[config.mk]
export PLATFORM = sky130hd
export DESIGN_NAME = adc_trigger_and_result_control
export DESIGN_NICKNAME = d
export VERILOG_FILES = /design/src/adc_trig_pkg.sv /design/src/adc_trigger_and_result_control.sv
export SDC_FILE = /design/constraint.sdc
export NUM_CORES = 2
export LEC_CHECK = 0
export BUFFER_PORTS_ARGS = -buffer_cell sky130_fd_sc_hd__buf_2
export CAP_MARGIN = 20
export CORE_MARGIN = 1
export CORE_UTILIZATION = 60
export DETAILED_ROUTE_END_ITERATION = 7
export PLACE_DENSITY_LB_ADDON = 0.1
export SYNTH_ARGS = -nofsm -noshare
export SYNTH_HDL_FRONTEND = slang
export SYNTH_SLANG_ARGS = --single-unit
[constraint.sdc]
create_clock -name core_clk -period 3.5 [get_ports core_clk]
set_input_delay 0.7 -clock core_clk [delete_from_list [all_inputs] [get_ports core_clk]]
set_output_delay 0.7 -clock core_clk [all_outputs]
set_load 0.01 [all_outputs]
[src/adc_trig_pkg.sv]
// What this block does
// RULE1 - each input picks its own trigger
// RULE2 - five-bit selector, zero means no trigger
// RULE3 - 1 common, 2 level software, 3 reserved
// RULE4 - 31 selects synchronised external trigger pin
// RULE5 - 30 generator, 29/28 logic cells, 27/26 reserved
// RULE6 - 25/24 primary generators 3 and 1
// RULE7 - 23..20 capture units 4..1, 19..16 reserved
// RULE8 - 15..12 secondary generators 8..5 trigger one
// RULE9 - 11..4 generators 4..1 trigger pairs; code 5 takes generator 2 trigger two, not generator 1
// RULE10 - twenty inputs, each own 16-bit result
// RULE11 - per-input signed or unsigned result format
// RULE12 - store result, forward to comparators, filters
// RULE13 - core gets format, mode and input number
// RULE14 - one shared core serialises all conversions
// RULE15 - four comparators, each assignable to input
// RULE16 - four oversampling filters, each one input
// RULE17 - software resolution, at most twelve bits
// RULE18 - reserved codes never start a conversion
// RULE19 - events queue requests, serviced one at once
package adc_trig_pkg;
   localparam int NUM_CH = 20;
   localparam int NUM_CMP = 4;
   localparam int NUM_FLT = 4;
   localparam int SEL_W = 5;
   // ==========================================================
   // trigger source codes
   localparam logic [4:0] SRC_NONE = 5'h00;
   localparam logic [4:0] SRC_SW_COMMON = 5'h01;
   localparam logic [4:0] SRC_SW_LEVEL = 5'h02;
   localparam logic [4:0] SRC_SEC_PWM_LO = 5'h04;
   localparam logic [4:0] SRC_SEC_PWM_HI = 5'h0c;
   localparam logic [4:0] SRC_CCP_BASE = 5'h14;
   localparam logic [4:0] SRC_PRI_PWM1_T2 = 5'h18;
   localparam logic [4:0] SRC_PRI_PWM3_T2 = 5'h19;
   localparam logic [4:0] SRC_PRI_CELL = 5'h1c;
   localparam logic [4:0] SRC_SEC_CELL = 5'h1d;
   localparam logic [4:0] SRC_PRI_GEN = 5'h1e;
   localparam logic [4:0] SRC_EXT_PIN = 5'h1f;
   // ==========================================================
   // register byte offsets
   localparam logic [11:0] TRIG_SEL_BASE = 12'h000;
   localparam logic [11:0] CTRL_OFS = 12'h050;
   localparam logic [11:0] PEND_OFS = 12'h054;
   localparam logic [11:0] READY_OFS = 12'h058;
   localparam logic [11:0] CMP_BASE = 12'h060;
   localparam logic [11:0] FLT_CFG_BASE = 12'h070;
   localparam logic [11:0] FLT_RES_BASE = 12'h080;
   localparam logic [11:0] RESULT_BASE = 12'h100;
   // ==========================================================
   // field positions and reset values
   localparam int SEL_SIGNED_BIT = 8;
   localparam int CTRL_LEVEL_BIT = 2;
   localparam int CTRL_SWTRIG_BIT = 3;
   localparam int CFG_EN_BIT = 8;
   localparam int CFG_MODE_LSB = 9;
   localparam int CMP_THR_LSB = 16;
   localparam logic [1:0] RES_RESET = 2'h3;
   localparam logic [3:0] FLT_LAST = 4'hf;
   localparam int FLT_SHIFT = 2;
   localparam logic [1:0] CMP_BELOW = 2'h0;
   localparam logic [1:0] CMP_AT_ABOVE = 2'h1;
   localparam logic [1:0] CMP_EQUAL = 2'h2;
   // ==========================================================
   // types
   typedef enum logic [1:0] {CORE_IDLE = 2'b01, CORE_BUSY = 2'b10} core_state_t;
   typedef struct packed {
      logic psel;
      logic penable;
      logic pwrite;
      logic [11:0] paddr;
      logic [31:0] pwdata;
   } apb_req_t;
   typedef struct packed {
      logic start;
      logic [4:0] channel;
      logic [1:0] resolution;
      logic signedFmt;
   } core_req_t;
   typedef struct packed {
      logic done;
      logic [11:0] data;
   } core_rsp_t;
   typedef struct packed {
      logic valid;
      logic [4:0] channel;
      logic [15:0] data;
   } result_fwd_t;
endpackage

[src/adc_trigger_and_result_control.sv]
// Implementation choices: register access over APB and the register offsets.
`timescale 1ns/1ps
`default_nettype none
module adc_trigger_and_result_control
   import adc_trig_pkg::*;
(
   input wire logic core_clk,
   input wire logic rst_n,
   input wire apb_req_t apbReq,
   output logic [31:0] prdata,
   output logic pready,
   output logic pslverr,
   input wire logic extTrigPin,
   input wire logic priGenTrig,
   input wire logic secClcTrig,
   input wire logic priClcTrig,
   input wire logic priPwm3Trig2,
   input wire logic priPwm1Trig2,
   input wire logic [3:0] ccpEvent,
   input wire logic [7:0] secPwmTrig1,
   input wire logic [3:0] secPwmTrig2,
   output core_req_t coreReq,
   input wire core_rsp_t coreRsp,
   output result_fwd_t resultFwd,
   output logic [3:0] cmpEvent,
   output logic [3:0] fltDone
);
   // ==========================================================
   // state
   typedef struct packed {
      core_state_t coreState;
      logic [NUM_CH-1:0][4:0] trigSel;
      logic [NUM_CH-1:0] signedFmt;
      logic [1:0] resolution;
      logic levelSw;
      logic swPulse;
      logic [NUM_CH-1:0] pending;
      logic [NUM_CH-1:0] ready;
      logic [4:0] curCh;
      logic [NUM_CH-1:0][15:0] result;
      logic [NUM_CMP-1:0][31:0] cmpCfg;
      logic [NUM_FLT-1:0][8:0] fltCfg;
      logic [NUM_FLT-1:0][15:0] fltSum;
      logic [NUM_FLT-1:0][3:0] fltCnt;
      logic [NUM_FLT-1:0][15:0] fltRes;
      logic extSync1;
      logic extSync2;
      logic extPrev;
      core_req_t req;
      result_fwd_t fwd;
      logic [3:0] cmpHit;
      logic [3:0] fltHit;
      logic [31:0] rdata;
      logic rdErr;
   } state_t;

   state_t stateReg;
   state_t stateNext;
   logic [31:0] srcVec;
   logic [NUM_CH-1:0] trigHit;

   // sign or plain format at the configured width
   function automatic logic [15:0] formatSample(input logic [11:0] raw, input logic [1:0] res,
                                                input logic sgn);
      logic [15:0] mid;
      mid = 16'h0020 << (2 * res);
      formatSample = sgn ? (16'({4'h0, raw}) - mid) : 16'({4'h0, raw});
   endfunction

   // ==========================================================
   // trigger source vector, one bit per selector code
   always_comb begin
      srcVec = 32'h0;
      // RULE3 software triggers
      srcVec[SRC_SW_COMMON] = stateReg.swPulse;
      srcVec[SRC_SW_LEVEL] = stateReg.levelSw;
      // RULE9 generator pairs
      srcVec[SRC_SEC_PWM_LO +: 8] = {secPwmTrig2[3], secPwmTrig1[3], secPwmTrig2[2], secPwmTrig1[2],
                                     secPwmTrig2[1], secPwmTrig1[1], secPwmTrig2[1], secPwmTrig1[0]};
      // RULE8 upper generators
      srcVec[SRC_SEC_PWM_HI +: 4] = secPwmTrig1[7:4];
      // RULE7 capture unit events
      srcVec[SRC_CCP_BASE +: 4] = ccpEvent;
      // RULE6 primary generators
      srcVec[SRC_PRI_PWM1_T2] = priPwm1Trig2;
      srcVec[SRC_PRI_PWM3_T2] = priPwm3Trig2;
      // RULE5 generator and logic cells
      srcVec[SRC_PRI_CELL] = priClcTrig;
      srcVec[SRC_SEC_CELL] = secClcTrig;
      srcVec[SRC_PRI_GEN] = priGenTrig;
      // RULE4 external pin edge
      srcVec[SRC_EXT_PIN] = stateReg.extSync2 & ~stateReg.extPrev;
   end

   // per-input selection, reserved codes hold zero
   genvar gi;
   generate
      for (gi = 0; gi < NUM_CH; gi++) begin : gSel
         // RULE1 RULE2 RULE18 own selector
         assign trigHit[gi] = srcVec[stateReg.trigSel[gi]];
      end
   endgenerate

   // ==========================================================
   // next state
   always_comb begin
      logic [9:0] idx;
      logic wr;
      logic rd;
      logic [15:0] val;
      logic [11:0] raw;
      logic [NUM_CH-1:0] clrReady;
      logic hit;
      idx = apbReq.paddr[11:2];
      wr = apbReq.psel & apbReq.penable & apbReq.pwrite;
      rd = apbReq.psel & ~apbReq.penable & ~apbReq.pwrite;
      val = 16'h0;
      raw = coreRsp.data;
      clrReady = '0;
      hit = 1'b0;
      stateNext = stateReg;
      stateNext.swPulse = 1'b0;
      stateNext.req.start = 1'b0;
      stateNext.fwd.valid = 1'b0;
      stateNext.cmpHit = 4'h0;
      stateNext.fltHit = 4'h0;
      stateNext.extSync1 = extTrigPin;
      stateNext.extSync2 = stateReg.extSync1;
      stateNext.extPrev = stateReg.extSync2;

      // register writes
      if (wr) begin
         for (int i = 0; i < NUM_CH; i++) begin
            if (idx == 10'(TRIG_SEL_BASE[11:2] + i)) begin
               stateNext.trigSel[i] = apbReq.pwdata[4:0];
               // RULE11 per-input format
               stateNext.signedFmt[i] = apbReq.pwdata[SEL_SIGNED_BIT];
            end
         end
         if (idx == CTRL_OFS[11:2]) begin
            // RULE17 resolution select
            stateNext.resolution = apbReq.pwdata[1:0];
            stateNext.levelSw = apbReq.pwdata[CTRL_LEVEL_BIT];
            stateNext.swPulse = apbReq.pwdata[CTRL_SWTRIG_BIT];
         end
         for (int k = 0; k < NUM_CMP; k++) begin
            if (idx == 10'(CMP_BASE[11:2] + k)) begin
               stateNext.cmpCfg[k] = apbReq.pwdata;
            end
            if (idx == 10'(FLT_CFG_BASE[11:2] + k)) begin
               stateNext.fltCfg[k] = apbReq.pwdata[8:0];
            end
         end
      end

      // read data is prepared in the setup cycle
      stateNext.rdata = 32'h0;
      stateNext.rdErr = 1'b0;
      if (apbReq.psel & ~apbReq.penable) begin
         stateNext.rdErr = 1'b1;
         for (int i = 0; i < NUM_CH; i++) begin
            if (idx == 10'(TRIG_SEL_BASE[11:2] + i)) begin
               stateNext.rdata = {23'h0, stateReg.signedFmt[i], 3'h0, stateReg.trigSel[i]};
               stateNext.rdErr = 1'b0;
            end
            if (idx == 10'(RESULT_BASE[11:2] + i)) begin
               stateNext.rdata = {16'h0, stateReg.result[i]};
               stateNext.rdErr = 1'b0;
               clrReady[i] = rd;
            end
         end
         for (int k = 0; k < NUM_CMP; k++) begin
            if (idx == 10'(CMP_BASE[11:2] + k)) begin
               stateNext.rdata = stateReg.cmpCfg[k];
               stateNext.rdErr = 1'b0;
            end
            if (idx == 10'(FLT_CFG_BASE[11:2] + k)) begin
               stateNext.rdata = {23'h0, stateReg.fltCfg[k]};
               stateNext.rdErr = 1'b0;
            end
            if (idx == 10'(FLT_RES_BASE[11:2] + k)) begin
               stateNext.rdata = {16'h0, stateReg.fltRes[k]};
               stateNext.rdErr = 1'b0;
            end
         end
         if (idx == CTRL_OFS[11:2]) begin
            stateNext.rdata = {29'h0, stateReg.levelSw, stateReg.resolution};
            stateNext.rdErr = 1'b0;
         end
         if (idx == PEND_OFS[11:2]) begin
            stateNext.rdata = {12'h0, stateReg.pending};
            stateNext.rdErr = 1'b0;
         end
         if (idx == READY_OFS[11:2]) begin
            stateNext.rdata = {12'h0, stateReg.ready};
            stateNext.rdErr = 1'b0;
         end
      end

      // RULE19 queue requests, set beats service clear
      stateNext.pending = stateReg.pending | trigHit;
      stateNext.ready = stateReg.ready & ~clrReady;

      // RULE14 one shared core
      case (stateReg.coreState)
         CORE_IDLE: begin
            for (int i = NUM_CH - 1; i >= 0; i--) begin
               if (stateReg.pending[i]) begin
                  stateNext.curCh = 5'(i);
               end
            end
            if (|stateReg.pending) begin
               stateNext.pending[stateNext.curCh] = trigHit[stateNext.curCh];
               // RULE13 core gets format and input
               stateNext.req.start = 1'b1;
               stateNext.req.channel = stateNext.curCh;
               stateNext.req.resolution = stateReg.resolution;
               stateNext.req.signedFmt = stateReg.signedFmt[stateNext.curCh];
               stateNext.coreState = CORE_BUSY;
            end
         end
         CORE_BUSY: begin
            if (coreRsp.done) begin
               val = formatSample(raw, stateReg.req.resolution, stateReg.req.signedFmt);
               // RULE10 RULE12 store and forward
               stateNext.result[stateReg.curCh] = val;
               stateNext.ready[stateReg.curCh] = 1'b1;
               stateNext.fwd.valid = 1'b1;
               stateNext.fwd.channel = stateReg.curCh;
               stateNext.fwd.data = val;
               // RULE15 comparators on raw sample
               for (int k = 0; k < NUM_CMP; k++) begin
                  case (stateReg.cmpCfg[k][CFG_MODE_LSB +: 2])
                     CMP_BELOW: hit = raw < stateReg.cmpCfg[k][CMP_THR_LSB +: 12];
                     CMP_AT_ABOVE: hit = raw >= stateReg.cmpCfg[k][CMP_THR_LSB +: 12];
                     CMP_EQUAL: hit = raw == stateReg.cmpCfg[k][CMP_THR_LSB +: 12];
                     default: hit = raw != stateReg.cmpCfg[k][CMP_THR_LSB +: 12];
                  endcase
                  stateNext.cmpHit[k] = hit & stateReg.cmpCfg[k][CFG_EN_BIT]
                                        & (stateReg.cmpCfg[k][4:0] == stateReg.curCh);
               end
               // RULE16 sixteen-sample accumulation
               for (int k = 0; k < NUM_FLT; k++) begin
                  if (stateReg.fltCfg[k][CFG_EN_BIT] & (stateReg.fltCfg[k][4:0] == stateReg.curCh)) begin
                     if (stateReg.fltCnt[k] == FLT_LAST) begin
                        stateNext.fltRes[k] = (stateReg.fltSum[k] + 16'(raw)) >> FLT_SHIFT;
                        stateNext.fltHit[k] = 1'b1;
                        stateNext.fltSum[k] = 16'h0;
                        stateNext.fltCnt[k] = 4'h0;
                     end else begin
                        stateNext.fltSum[k] = stateReg.fltSum[k] + 16'(raw);
                        stateNext.fltCnt[k] = stateReg.fltCnt[k] + 4'h1;
                     end
                  end
               end
               stateNext.coreState = CORE_IDLE;
            end
         end
         default: begin
            stateNext.coreState = CORE_IDLE;
         end
      endcase
   end

   // ==========================================================
   // state register
   always_ff @(posedge core_clk) begin
      if (!rst_n) begin
         stateReg <= '0;
         stateReg.coreState <= CORE_IDLE;
         stateReg.resolution <= RES_RESET;
      end else begin
         stateReg <= stateNext;
      end
   end

   // ==========================================================
   // outputs
   assign pready = 1'b1; // zero wait states
   assign prdata = stateReg.rdata;
   assign pslverr = stateReg.rdErr;
   assign coreReq = stateReg.req;
   assign resultFwd = stateReg.fwd;
   assign cmpEvent = stateReg.cmpHit;
   assign fltDone = stateReg.fltHit;
endmodule
`default_nettype wire

# Yosys cells after proc, flatten, opt, wreduce, memory -nomap -nowiden
# Index checks and enable logic that the tools add are counted.
# classes
bitwise_logic	26
addsub	9
muxes	187
shift	1
reduce_logical	59
eq_ne	86
magnitude_cmp	32
# ops
cell	n
two-way mux 33 bit	49
bitwise mux 320 bit	1
equality test 10 x 7 -> 1 bit, second input constant	20
equality test 10 x 5 -> 1 bit, second input constant	15
< comparator 5 x 6 -> 1 bit, second input constant	22
binary-select mux 1 bit (select 5 bit)	22
two-way mux 21 bit	5
two-way mux 5 bit	21
two-way mux 20 bit	5
two-way mux 16 bit	6
demux 16 bit (select 5 bit)	1
equality test 10 x 4 -> 1 bit, second input constant	8
AND reduction 2 bit	35
adder 16 x 12 -> 16 bit	4
two-way mux 1 bit	60
OR reduction 56 bit	1
equality test 12 bit	4
greater-or-equal comparator 12 bit	4
< comparator 12 bit	4
!= test 12 bit	4
equality test 10 x 3 -> 1 bit, second input constant	4
equality test 10 x 6 -> 1 bit, second input constant	4
equality test 5 bit	8
bitwise OR 20 bit	2
other kinds (30)	91
# word_totals
output_inout_bits	73
inputBits	84
reg_bits	866

# Depth between registers and ports, before layout
# depth
depth_word	56
depth_mapped	13

# Worst setup path after synthesis
# OpenSTA, ideal clock, no wires.
# synth_timing
path_type	input to register
from	input coreRsp[1] in the netlist's numbering
to	register stateReg[217] in the netlist's numbering
path_buffers	1
stages	12
arrival_ns	3.141
path_slack_ns	0.231
setup_ns	0.128
cell_sequence	clkbuf_1 > inv_1 > fa_1 > nor2b_1 > o21ai_0 > a21boi_0 > o2111ai_1 > a31o_2 > nand3b_1 > a21bo_2 > a21oi_1 > nor2_1
# synth_between
elab_chain_len	2
# synth_lines
element	line_no	text
start: declaration	adc_trigger_and_result_control.sv:23	input wire core_rsp_t coreRsp,
adder 16 x 12 -> 16 bit	adc_trigger_and_result_control.sv:251	stateNext.fltSum[k] = stateReg.fltSum[k] + 16'(raw);
two-way mux 16 bit	adc_trigger_and_result_control.sv:245	if (stateReg.fltCnt[k] == FLT_LAST) begin
end signal: assignment	adc_trigger_and_result_control.sv:273	stateReg <= stateNext;
end: declaration	adc_trigger_and_result_control.sv:57	state_t stateReg;
# Every way passes these cells.
# A chain may end at the register's enable or synchronous reset.

# Worst setup path in the final report
# layout_timing
from	register stateReg, in the netlist coreReq[2]
to	register stateReg[619] in the netlist's numbering
# layout_between
elab_chain_len	4
# layout_lines
element	line_no	text
left shift 6 x 3 -> 16 bit	adc_trigger_and_result_control.sv:66	mid = 16'h0020 << (2 * res);
subtractor 12 x 16 -> 16 bit	adc_trigger_and_result_control.sv:67	formatSample = sgn ? (16'({4'h0, raw}) - mid) : 16'({4'h0, raw});
two-way mux 16 bit	adc_trigger_and_result_control.sv:67	
bitwise mux 320 bit	adc_trigger_and_result_control.sv:226	stateNext.result[stateReg.curCh] = val;
# Every way passes these cells.

==> results.md <==
* Layout Cells excl Fill at 6,806
* Area Growth Syn to Fin at 14.0%
* Met3 WL at 26,900 um
* Multi-input gate area at 25,200 sq um
* Number of cells upsized or downsized after cts at 0
* Clk sinks at 866
* Highest routed layer: met5
* Vias in the first global route at 41,800
* Post-route core utilization at 69.2%
* CP required at 4.11 ns
* Drt first pass iters at 6
* Dominant synthesized flop cell: dfxtp_1
* Worst-path maximum fanout at 20
* Synth top area cells: dfxtp_1 (38%), nand2_1 (8.9%), a21oi_1 (7.7%)
* Synth area leader: dfxtp_1
* Num CTS Buffers at 92
* Max_slew headroom at 18.0%
* H-tree levels at 3
* Final HPWL from detailed placement at 136,000 um
* CORE AREA at 74,400 sq um
* Crit path time final at 3.17 ns
* Share of flip-flops with an asynchronous set or reset at 0%
* Final Hold Fails at 0
* First-pass GRT wire length at 273,000 um
* Hold_sp: extTrigPin
* Sequential element share of the synthesized area at 38.4%
* Setup TNS Final at 0 ns
* Drt wl/cell at 27.5 um
* Die X at 276 um
* Share of layout cells above drive strength 1 at 15.9%
* Die ar. at 76,400 sq um
* Cell Rows at 100
* Lkg Pwr at 0.0180 uW
* Clock slew at reported path FFs at 0.06 ns
* Mean Syn Cell Area at 8.04 sq um
* Critical Path End Type: register
* Input/output buffers at 152
* Max-slew violations at 0
* Storage cell area at 17,300 sq um
* Antenna viol nets, final at 0
* Synthesized instance count at 5,621
* Synth warn at 0
* DR vias/cell at 6.77
* Skew final at 0.0274 ns
* Gpl congestion at 1.10
* CTS Root Cell: clkbuf_16
* CTS Buffer Depth at 3
* Net Count, Synth at 5,813
* Share of the synthesized area in the top cell type at 38.4%
* Worst Slack Setup Final at 0.331 ns
* Met2 routed WL at 76,800 um
* I/O pin total at 157
* Synthesized flop and latch total at 866
* Total Power at 21,300 uW
* Synth cell types at 103
* Initial core utilization at 60.7%
* Crit Path Class: register to register
* TritonCTS clock tree: built
* Status: completed
* Clock latency on the worst-skew pair at 0.68 ns
* Post-synth EDFFs at 0
* Nets at 5,951
* DRC errors left at 0
* Max-cap check violation count at 0
* Worst setup SP type: register
* Setup crit start: coreReq[2]$_SDFFE_PN0P_
* Setup slack at placement at -0.0896 ns
* Final setup violation count at 0
* Power per cell area at 414 nW/um^2
* Initial antenna violation count at 11
* Routed wire length at 187,000 um
* Slew at the pin with the worst max-slew slack at 1.23 ns
* Worst hold path class: input port to register
* Max Clock Freq at 0.316 GHz
* Largest net degree at the start of global routing at 215
* Die Span Y at 276 um
* Arrival @ worst endpoint at 3.78 ns
* # Post-CTS Setup Buffers at 0
* VDD IR-drop max at 0.000417 V
* GRT Total Usage at 47.5%
* RSZ-0062 raised after global routing: false
* RR Startpoint: coreReq[2]$_SDFFE_PN0P_
* DR vias at 46,000
* DRC marker count from the first detailed-route iteration at 7,311
* Fin crit share at 90.5%
* Placed Cells at 6,633
* Synth Cell Area at 45,200 sq um
* Post-CTS Hold Buffers at 0
* # fillers at 6,139
* WL met1 at 69,900 um
* Congestion Overflow GR at 0
## flip-flops by register name (all words and copies together) (netlist names)
register / flops
cmpEvent: 4
srcVec: 2
pslverr: 1
fltDone: 4
stateNext: 2
stateReg: 790
coreReq: 9
prdata: 32
resultFwd: 22
## cell families after synthesis
group / synth area share [%]
xor gates and xnor gates: 1.94
adders and majority gates: 3.06
other: 0.00830
and+or+nand+nor: 21.3
DFF: 38.4
muxes: 6.70
buffers and inverters: 6.11
AOI/OAI and AO/OA: 22.6
## synth_stat cells, types with 65 or more instances
library cell and instances:
mux2i_1 65, a211oi_1 177, a22oi_1 156, nand2_1 1074, dfxtp_1 866, nor2_1 451, inv_1 82, nand3_1 197
mux4_2 96, ha_1 104, clkbuf_1 355, a21oi_1 692, buf_2 73, buf_4 77, o21ai_0 175
## worst max-delay path, cell delays in order, from the launching register on
cell     delay, ns
dfxtp_1       0.36
or2_2         0.31
ha_1          0.32
o31a_1        0.33
or3_1         0.35
a21o_1        0.22
o21ai_0       0.27
nor3b_2       0.35
buf_12        0.22
nand2_1       0.18
a21oi_1       0.18
## area by class of cell
class	instances	area share, %
inverters	84	0.627
clock inverters	41	1.16
diodes	2	0.00972
repair buffers	582	8.29
well taps	969	2.35
clock buffers	129	4.99
flip-flops and latches	866	33.7
multi-input cells	4133	48.9
## per-layer routing
metal / up-vias / track usage, %
li1: 20400 / -
met1: 21600 / 63.4
met2: 3318 / 68.2
met3: 681 / 13.0
met4: 14 / 29.1
met5: - / 0
## power by group
| part | total, uW | leakage [uW] | internal, uW | switching, uW |
|---|---|---|---|---|
| Sequential | 9860 | 0.00697 | 9860 | 2.32 |
| Combinational | 1180 | 0.00953 | 345 | 836 |
| Clock | 10300 | 0.00154 | 5920 | 4370 |
| Total | 21300 | 0.0180 | 16100 | 5210 |
## cells in the final DEF (no fill, tap or decap), types with 16 or more instances in the layout
cell	count
nand3b_1	58
a221oi_1	43
a21oi_1	689
o21ai_1	17
o22ai_1	49
a22o_1	50
clkbuf_16	92
nor3_1	60
clkbuf_1	24
xnor2_1	49
a22oi_1	156
a31oi_1	33
o21ai_0	175
inv_1	81
nor2_1	446
o21a_1	25
buf_4	407
buf_12	22
a222oi_1	16
o211ai_1	22
nor4_1	32
nor2b_1	24
a221o_1	16
ha_1	104
buf_2	152
nand2b_1	18
xor2_1	48
mux2i_1	65
mux2_2	19
nand2_1	1074
a211oi_1	177
nand3_1	197
or3_1	19
o2111ai_1	16
and3_1	25
nand4_1	41
mux4_2	96
clkinv_2	16
dfxtp_1	866
a21o_1	25
## final timing paths
kind	slack [ns]	cells past startpoint	end
worst min register to register	0.45	1	stateNext[72]$_SDFF_PN0_
worst max register to register	0.33	10	stateReg[619]$_SDFFE_PN0P_
worst max-delay path	0.33	10	stateReg[619]$_SDFFE_PN0P_
worst min-delay path	0.26	2	stateNext[73]$_SDFF_PN0_
## stage by stage
stage | hold WS, ns | cell area (sq um)
after floorplan | 0.412 | 45200
after global placement | 0.419 | 48300
after detailed placement | 0.433 | 48300
after CTS | 0.244 | 51500
after global routing | 0.255 | 51500
final | 0.263 | 51500
Note: power is estimated with default switching activity, not from simulation.
